==> src/verilog/mmd_pkg.sv <==
/*
 * Package for the memory map address decoder: address ranges, region codes,
 * GPIO reset values and the registered decode result carrier.
 * Assumes 16-bit program and data address buses from the CPU core.
 */
package mmd_pkg;

    localparam int          MMD_AW              = 16;
    localparam int          MMD_GPIO_N          = 40;

    // Boot ROM window in program space
    localparam logic [15:0] MMD_BOOT_LO         = 16'h0000;
    localparam logic [15:0] MMD_BOOT_HI         = 16'h00FF;
    // Code security password words
    localparam logic [15:0] MMD_PWD_LO          = 16'h0040;
    localparam logic [15:0] MMD_PWD_HI          = 16'h0043;
    // Block zero in program space, two mirrored pages
    localparam logic [15:0] MMD_PB0_LO          = 16'hFE00;
    localparam logic [15:0] MMD_PB0_HI          = 16'hFFFF;
    // Block zero in data space, two mirrored pages
    localparam logic [15:0] MMD_DB0_LO          = 16'h0100;
    localparam logic [15:0] MMD_DB0_HI          = 16'h02FF;
    // Block one in data space, two mirrored pages
    localparam logic [15:0] MMD_DB1_LO          = 16'h0300;
    localparam logic [15:0] MMD_DB1_HI          = 16'h04FF;
    // Word index within a 256-word block
    localparam int          MMD_BLK_IDX_W       = 8;

    // Reset values
    localparam logic        MMD_GPIO_DIR_RST    = 1'b0;   // 0 = input
    localparam logic        MMD_GPIO_OUT_RST    = 1'b0;

    // Program space regions
    typedef enum logic [2:0] {
        MMD_P_NONE,
        MMD_P_BOOT,
        MMD_P_PWD,
        MMD_P_FLASH,
        MMD_P_B0
    } mmd_preg_t;

    // Data space regions
    typedef enum logic [1:0] {
        MMD_D_NONE,
        MMD_D_B0,
        MMD_D_B1
    } mmd_dreg_t;

    // Registered decode result for one bus
    typedef struct packed {
        logic                     hit;
        logic [MMD_BLK_IDX_W-1:0] idx;
    } mmd_sel_t;

endpackage

==> src/verilog/mmd_top.sv <==
/*
 * Memory map address decoder: program and data bus region selects,
 * block zero/one aliasing and GPIO reset direction control.
 * Assumes the CPU core drives addresses synchronous to sys_clk and
 * consumes the registered selects one cycle after the address.
 */
`timescale 1ns/10ps
////////////////////////////////////////////////////////////////////////////////
// What this block does
// - With boot ROM enabled, program addresses 0000-00FF select boot ROM.
// - Boot ROM disabled: program words 0040h-0043h hold security passwords, never ordinary code.
// - Select bit set: program FE00h-FEFFh and FF00h-FFFFh alias block zero.
// - Select bit clear: data 0100h-01FFh and 0200h-02FFh alias block zero.
// - Data 0300h-03FFh and 0400h-04FFh always alias block one.
// - After reset every GPIO is an input with its driver off.
module mmd_top
    import mmd_pkg::*;
#(
    parameter int GPIO_N = mmd_pkg::MMD_GPIO_N
) (
    // Clock and reset
    input  wire logic                          sys_clk,
    input  wire logic                          srst,
    // Configuration
    input  wire logic                          boot_rom_en,
    input  wire logic                          block_zero_space_select,
    // Program bus
    input  wire logic [mmd_pkg::MMD_AW-1:0]    prog_addr,
    input  wire logic                          prog_req,
    // Data bus
    input  wire logic [mmd_pkg::MMD_AW-1:0]    data_addr,
    input  wire logic                          data_req,
    // Program selects
    output logic                               sel_boot_rom,
    output logic                               sel_pwd,
    output logic                               sel_flash,
    output mmd_pkg::mmd_sel_t                  prog_b0,
    // Data selects
    output mmd_pkg::mmd_sel_t                  data_b0,
    output mmd_pkg::mmd_sel_t                  data_b1,
    // GPIO direction control from software
    input  wire logic                          gpio_dir_we,
    input  wire logic [GPIO_N-1:0]             gpio_dir_wdata,
    input  wire logic [GPIO_N-1:0]             gpio_out_wdata,
    // GPIO pins
    input  wire logic [GPIO_N-1:0]             gpio_in,
    output logic      [GPIO_N-1:0]             gpio_out,
    output logic      [GPIO_N-1:0]             gpio_oe,
    output logic      [GPIO_N-1:0]             gpio_rd
);
    import mmd_pkg::*;

    // Elaboration check; the direction latch serves at most 64 pins
    if (GPIO_N < 1 || GPIO_N > 64) begin : g_bad_gpio_n
        $error("GPIO_N must lie in 1..64");
    end

    ////////////////////////////////////////////////////////////////////////////
    // Window comparators
    logic p_boot_w, p_pwd_w, p_b0_w, d_b0_w, d_b1_w;

    mmd_range #(.AW(MMD_AW), .LO(MMD_BOOT_LO), .HI(MMD_BOOT_HI)) u_pboot (
        .addr (prog_addr),
        .hit  (p_boot_w)
    );
    mmd_range #(.AW(MMD_AW), .LO(MMD_PWD_LO), .HI(MMD_PWD_HI)) u_ppwd (
        .addr (prog_addr),
        .hit  (p_pwd_w)
    );
    mmd_range #(.AW(MMD_AW), .LO(MMD_PB0_LO), .HI(MMD_PB0_HI)) u_pb0 (
        .addr (prog_addr),
        .hit  (p_b0_w)
    );
    mmd_range #(.AW(MMD_AW), .LO(MMD_DB0_LO), .HI(MMD_DB0_HI)) u_db0 (
        .addr (data_addr),
        .hit  (d_b0_w)
    );
    mmd_range #(.AW(MMD_AW), .LO(MMD_DB1_LO), .HI(MMD_DB1_HI)) u_db1 (
        .addr (data_addr),
        .hit  (d_b1_w)
    );

    ////////////////////////////////////////////////////////////////////////////
    // Program space region, boot ROM takes priority over passwords
    mmd_preg_t preg;
    wire       boot_win = boot_rom_en && p_boot_w;
    wire       pwd_win  = !boot_win && p_pwd_w;
    wire       pb0_win  = block_zero_space_select && p_b0_w;
    assign preg = !prog_req ? MMD_P_NONE  :
                  boot_win  ? MMD_P_BOOT  :
                  pwd_win   ? MMD_P_PWD   :
                  pb0_win   ? MMD_P_B0    :
                  p_b0_w    ? MMD_P_NONE  :
                              MMD_P_FLASH;

    // Data space region; pages alias by dropping the page bits
    mmd_dreg_t dreg;
    wire       db0_win = !block_zero_space_select && d_b0_w;
    assign dreg = !data_req ? MMD_D_NONE :
                  db0_win   ? MMD_D_B0   :
                  d_b1_w    ? MMD_D_B1   :
                              MMD_D_NONE;

    // Low byte is the word inside every 256-word page, so mirrors share it
    wire [MMD_BLK_IDX_W-1:0] p_idx = prog_addr[MMD_BLK_IDX_W-1:0];
    wire [MMD_BLK_IDX_W-1:0] d_idx = data_addr[MMD_BLK_IDX_W-1:0];

    ////////////////////////////////////////////////////////////////////////////
    // Registered selects, one cycle after the address
    always_ff @(posedge sys_clk) begin
        if (srst) begin
            sel_boot_rom <= 1'b0;
            sel_pwd      <= 1'b0;
            sel_flash    <= 1'b0;
            prog_b0      <= '0;
            data_b0      <= '0;
            data_b1      <= '0;
        end else begin
            sel_boot_rom <= (preg == MMD_P_BOOT);
            sel_pwd      <= (preg == MMD_P_PWD);
            sel_flash    <= (preg == MMD_P_FLASH);
            prog_b0      <= '{hit: preg == MMD_P_B0, idx: p_idx};
            data_b0      <= '{hit: dreg == MMD_D_B0, idx: d_idx};
            data_b1      <= '{hit: dreg == MMD_D_B1, idx: d_idx};
        end
    end

    ////////////////////////////////////////////////////////////////////////////
    // GPIO direction and output latch; inputs is the safe reset state
    always_ff @(posedge sys_clk) begin
        if (srst) begin
            gpio_oe  <= {GPIO_N{MMD_GPIO_DIR_RST}};
            gpio_out <= {GPIO_N{MMD_GPIO_OUT_RST}};
        end else if (gpio_dir_we) begin
            gpio_oe  <= gpio_dir_wdata;
            gpio_out <= gpio_out_wdata;
        end
    end

    // Pin sampling, pins are taken as synchronous
    always_ff @(posedge sys_clk) begin
        if (srst) begin
            gpio_rd <= '0;
        end else begin
            gpio_rd <= gpio_in;
        end
    end
endmodule // mmd_top

==> src/verilog/mmd_range.sv <==
/*
 * Inclusive address range comparator, one per decoded window.
 * Assumes a single address bus of width AW; purely combinational.
 */
`timescale 1ns/10ps
module mmd_range #(
    parameter int          AW = 16,
    parameter logic [15:0] LO = 16'h0000,
    parameter logic [15:0] HI = 16'hFFFF
) (
    // Address in
    input  wire logic [AW-1:0] addr,
    // Inside window
    output wire logic          hit
);
    // Elaboration check; the window bounds are 16-bit constants
    if (AW != 16) begin : g_bad_aw
        $error("mmd_range serves 16-bit addresses only");
    end

    // Both bounds inclusive
    assign hit = (addr >= LO) && (addr <= HI);
endmodule // mmd_range

==> config.mk <==
export PLATFORM = sky130hd
export DESIGN_NAME = mmd_top
export DESIGN_NICKNAME = d
export VERILOG_FILES = /design/src/verilog/mmd_pkg.sv /design/src/verilog/mmd_top.sv /design/src/verilog/mmd_range.sv
export SDC_FILE = /design/constraint.sdc
export NUM_CORES = 1
export LEC_CHECK = 0
export ABC_AREA = 1
export BUFFER_PORTS_ARGS = -buffer_cell sky130_fd_sc_hd__buf_2
export CORE_AREA = 2 2 121 123
export DETAILED_ROUTE_END_ITERATION = 7
export DIE_AREA = 0 0 123 125
export PLACE_DENSITY = 0.67
export SKIP_CTS_REPAIR_TIMING = 1
export SYNTH_ARGS = -nofsm -noshare
export SYNTH_HDL_FRONTEND = slang
export SYNTH_SLANG_ARGS = --single-unit
==> constraint.sdc <==
create_clock -name sys_clk -period 0.9 [get_ports sys_clk]
set_input_delay 0.135 -clock sys_clk [delete_from_list [all_inputs] [get_ports sys_clk]]
set_output_delay 0.135 -clock sys_clk [all_outputs]
set_load 0.005 [all_outputs]
=== After elaboration in Yosys (flattened, before gate mapping) ===
Cells that the tools add are included.
W data, S select, Z words.

* Register bits: 142
* Logic and storage cells: 46
* Output and inout bits: 150

* Reduce and logical (&&, ||, !) cells: 11
* Mux-type cells: 8
* Eq/ne operators: 6
* Order comparisons: 10

{| class="wikitable"
|+ Operators with widths
! operator !! number
|-
| $ge A16 B1 Y1 const B || 1
|-
| $ge A16 B10 Y1 const B || 1
|-
| $ge A16 B16 Y1 const B || 1
|-
| $ge A16 B7 Y1 const B || 1
|-
| $ge A16 B9 Y1 const B || 1
|-
| $le A16 B10 Y1 const B || 1
|-
| $le A16 B11 Y1 const B || 1
|-
| $le A16 B16 Y1 const B || 1
|-
| $le A16 B7 Y1 const B || 1
|-
| $le A16 B8 Y1 const B || 1
|-
| $mux W3 || 4
|-
| $logic_and A1 B1 Y1 || 9
|-
| $mux W2 || 4
|-
| $eq A3 B2 Y1 const B || 2
|-
| $eq A3 B1 Y1 const B || 1
|-
| $eq A3 B3 Y1 const B || 1
|-
| $eq A2 B1 Y1 const B || 1
|-
| $eq A2 B2 Y1 const B || 1
|-
| $logic_not A1 Y1 || 2
|}

=== Depth between registers and ports, before layout ===
* Depth in word-level cells: 9
* Gate-level depth with buffers: 6
* Depth with buffers taken out: 6

=== Modules after synthesis ===
A second synthesis with hierarchy kept.

* Cell total of the unflattened synthesis: 621
* Area total of the unflattened synthesis: 4,961.0 um2

{| class="wikitable"
|+ By module, submodules not included
! module !! sequential area each (um2) !! cells an instance !! instances !! area each (um2)
|-
| mmd_top || 2,842.7 || 561 || 1 || 4,719.5
|-
| mmd_range (u_ppwd) || 0.0 || 21 || 1 || 82.6
|-
| mmd_range (u_db1) || 0.0 || 15 || 1 || 61.3
|-
| mmd_range (u_db0) || 0.0 || 10 || 1 || 41.3
|-
| mmd_range (u_pb0) || 0.0 || 7 || 1 || 30.0
|-
| mmd_range (u_pboot) || 0.0 || 7 || 1 || 26.3
|}

=== Worst setup path after synthesis ===
OpenSTA, ideal clock, no wires.

* Kind: input port to flip-flop
* Start: input port prog_addr[13] in the netlist's numbering
* End: register sel_pwd
* Data required time: 785 ps
* Data arrival time: 607 ps
* Setup time: 115 ps
* Setup slack: 178 ps
* Cell stages on the path: 6
* Cells stage by stage: nor2_1 > nand2_1 > nor2_2 > nand2_1 > nand4_1 > nor2_1

* Cells in the longest elaborated chain, start to end: 9

{| class="wikitable"
|+ Ends and longest elaborated chain
! item !! RTL line !! text
|-
| start: declaration || mmd_top.sv:28 || <nowiki>input wire logic [mmd_pkg::MMD_AW-1:0] prog_addr,</nowiki>
|-
| $ge A16 B1 Y1 or $le A16 B8 Y1 (tied branches) || mmd_range.sv:22 || <nowiki>assign hit = (addr >= LO) && (addr <= HI);</nowiki>
|-
| $logic_and A1 B1 Y1 || mmd_range.sv:22 ||
|-
| $logic_and A1 B1 Y1 || mmd_top.sv:86 || <nowiki>wire boot_win = boot_rom_en && p_boot_w;</nowiki>
|-
| $logic_not A1 Y1 || mmd_top.sv:87 || <nowiki>wire pwd_win = !boot_win && p_pwd_w;</nowiki>
|-
| $logic_and A1 B1 Y1 || mmd_top.sv:87 ||
|-
| $mux W3 || mmd_top.sv:91 || <nowiki>pwd_win ? MMD_P_PWD :</nowiki>
|-
| $mux W3 * || mmd_top.sv:90 || <nowiki>boot_win ? MMD_P_BOOT :</nowiki>
|-
| $mux W3 * || mmd_top.sv:89 || <nowiki>assign preg = !prog_req ? MMD_P_NONE :</nowiki>
|-
| $eq A3 B2 Y1 * || mmd_top.sv:120 || <nowiki>sel_pwd <= (preg == MMD_P_PWD);</nowiki>
|-
| end signal: assignment || mmd_top.sv:120 ||
|-
| end: declaration || mmd_top.sv:35 || <nowiki>output logic sel_pwd,</nowiki>
|}

Every way passes the cells marked *; elsewhere a longest branch is shown, timed or not.
A chain may end at the register's enable or synchronous reset.

==> run_results.csv <==
group,metric,value,unit
critical_path,rr_worst_depth,3,
clock_network,ctsHtreeMaxLevel,4,
pwr,peakVddDrop,0.00131,V
global_route,antenna_found_initial,0,
drt,wirelength,17.4,mm
drt,via_count,5361,
finish,diodes,0,
pwr,p_per_area,1860,mW/mm2
hold_path,hold_path_class,"in -> reg",
critical_path,cp.depth,1,
finish,design_area,0.00894,mm2
floorplanning,die_h,125,um
synth,ys_seq_elements,142,
sta,fin_ws,-0.130,ns
clock_network,numCtsBuffers,17,
finish,layout-drive-gt1-share,44.9,%
job,maxCapViolations,0,
critical_path,cp.arrival,0.90,ns
sta,min_period,1.03,ns
pwr,clock_power_share,44.4,%
pwr,power_frac_comb,13.9,%
finish,most-common-layout-cells,"buf_2, nor2_1, dlygate4sd3_1",
global_route,grt_use_total,17.6,%
critical_path,cp-start-kind,"flop",
pwr,internal_power,12600,uW
floorplanning,placementRows,44,
placement,post_dp_cell_area,0.00643,mm2
pwr,p_leak,0.00456,uW
placement,dp_hpwl,10.0,mm
clock_network,clk_pin_slew,0.07,ns
sta,period_share,114,%
floorplanning,die_x,123,um
clock_network,clockRootBuffer,"clkbuf_16",
drt,ant_nets,0,
run_status,violations,"negative hold slack, negative setup slack",
synth,synth_top_area_cell,"dfxtp_1",
floorplanning,boundaryPins,309,
sta,hold_ws,-0.0412,ns
sta,relSlewSlack,77.6,%
synth,ys_warn_count,0,
critical_path,crit_fanout,2,
floorplanning,start_util,33.9,%
clock_network,numClockSinks,142,
pwr,switching_power,4010,uW
synth,netlist_area,0.00482,mm2
sta,hold_violations,2,
critical_path,path_delay_family,"flip-flops",
synth,synth-seq-area-share,59.0,%
global_route,grt_pass1_vias,4144,
drt,wire_per_inst,14.3,um
drt,drt_iter0_markers,232,
sta,rsz0062_at_grt,"true",
global_route,grt_pass1_wl,20.9,mm
clock_network,clockBufferDepth,2,
critical_path,cp_cell_sequence,"buf_2",
global_route,grt_max_degree,58,
critical_path,cp_slowest_stage_delay,0.35,ns
drt,vias_per_cell,4.40,
placement,gp_congestion,0.813,
floorplanning,core_area,0.0142,mm2
drt,dr.pass1.iters,4,
sta,final_max_slew_viol_count,0,
critical_path,slowest_stage,"dfxtp_1",
clock_network,cts_tree,"yes",
synth,yosysTopAreaCellShare,59.0,%
finish,area_delta_synth_final,85.4,%
sta,final-setup-viol-count,150,
synth,synth_area_leaders,"dfxtp_1, nor2_1, o21ai_0, inv_1, o21ai_1",
critical_path,crit_buf_inv,1,
finish,n_fill_cell,1094,
pwr,seq_power_share,41.8,%
synth,synth_cell_types,19,
critical_path,worst_ep_required_time,0.76,ns
finish,final_nets,1180,
global_route,overflow,0,
drt,drc,0,
synth,synth.net_count,736,
synth,syn_inst,577,
run_status,status,"finished, violations left",
pwr,p_sw_share,24.2,%
sta,worst_pin_slew,0.334,ns
sta,timing.fmax,970,MHz
synth,synth_area_per_cell,8.36,um2
critical_path,endpoint_kind,"primary output",
sta,finClkSkew,0,ns
hold_path,whs_path_depth,3,
critical_path,setup.worst_path.class,"reg -> out",
clock_network,clkLatencyLatePin,0.41,ns
placement,numPortBuffers,308,
finish,final_common_cell,"buf_2",
floorplanning,die_area,0.0154,mm2
power groups by stage:
stage	clock, uW	sequential (uW)	combinational (uW)
after floorplan	0	7000	666
after global placement	0	6940	1550
after detailed placement	0	6950	1570
after CTS	7460	6820	1570
after global routing	7810	6960	2520
final	7360	6930	2300
final timing paths:
path,end,start,slack (ns)
worst max-delay path,data_b0[6],data_b1[6]$_SDFF_PP0_,-0.13
worst min register to register,gpio_out[5]$_SDFFE_PP0P_,gpio_out[5]$_SDFFE_PP0P_,0.48
worst min-delay path,gpio_oe[8]$_SDFFE_PP0P_,gpio_dir_wdata[8],-0.04
worst max register to register,gpio_oe[32]$_SDFFE_PP0P_,gpio_oe[32]$_SDFFE_PP0P_,0.18
state kept, by name, indices dropped and copies added, names as in the netlist:
name,count
data_b0,1
data_b1,9
gpio_oe,40
gpio_out,40
gpio_rd,40
prog_b0,9
sel_boot_rom,1
sel_flash,1
sel_pwd,1
final cells by class:
class                   count  area [um2]  share of cell area [%]
flip-flops and latches    142        2970                    33.2
multi-input cells         335        1420                    15.8
inverters                  60         235                    2.63
clock inverters            14         180                    2.02
well taps                 184         230                    2.58
repair buffers            465        3470                    38.8
clock buffers              18         439                    4.91
routing by layer:
| layer | global-route usage (%) | vias to the layer above | part of all wire (%) |
|---|---|---|---|
| met5 | 0 | - | 0 |
| met4 | 7.62 | 0 | 3.4 |
| met3 | 5.84 | 45 | 6.6 |
| met2 | 27.5 | 219 | 52 |
| met1 | 22.0 | 2450 | 38 |
| li1 | - | 2647 | - |
cell usage after synthesis:
library cell / instances
nor4b_4: 1
buf_4: 21
buf_6: 12
a21oi_1: 1
o21ai_1: 34
nor4_1: 1
nand4_1: 1
nand3_1: 4
buf_2: 7
o21ai_0: 47
nor3_2: 1
inv_1: 58
a211o_1: 1
inv_6: 2
dfxtp_1: 142
nor2_2: 2
nor3b_2: 1
nor2_1: 230
nand2_1: 11
through the flow:
stage | worst slack (ns) | utilization (%) | total power (uW) | cells | TNS, ns
final | -0.130 | 62.9 | 16600 | 1218 | -10.89
after floorplan | 0.178 | - | 7670 | 577 | 0
after detailed placement | -0.0201 | 45.3 | 8520 | 1043 | -0.128
after global routing | -0.169 | 62.9 | 17300 | 1218 | -16.48
after global placement | -0.0241 | 45.3 | 8500 | 1043 | -0.0470
after CTS | -0.150 | 49.6 | 15900 | 1075 | -14.93
cell families (layout without fill, tap and decap cells):
family                 count (synthesis)  count (layout)  share of synthesized area, %
and+or+nand+nor                      252             252                          20.7
DFF                                  142             142                          59.0
buffers and inverters                100             557                          11.7
AOI/OAI and AO/OA                     83              83                          8.69
No activity file was read; power rests on OpenSTA's default activity.
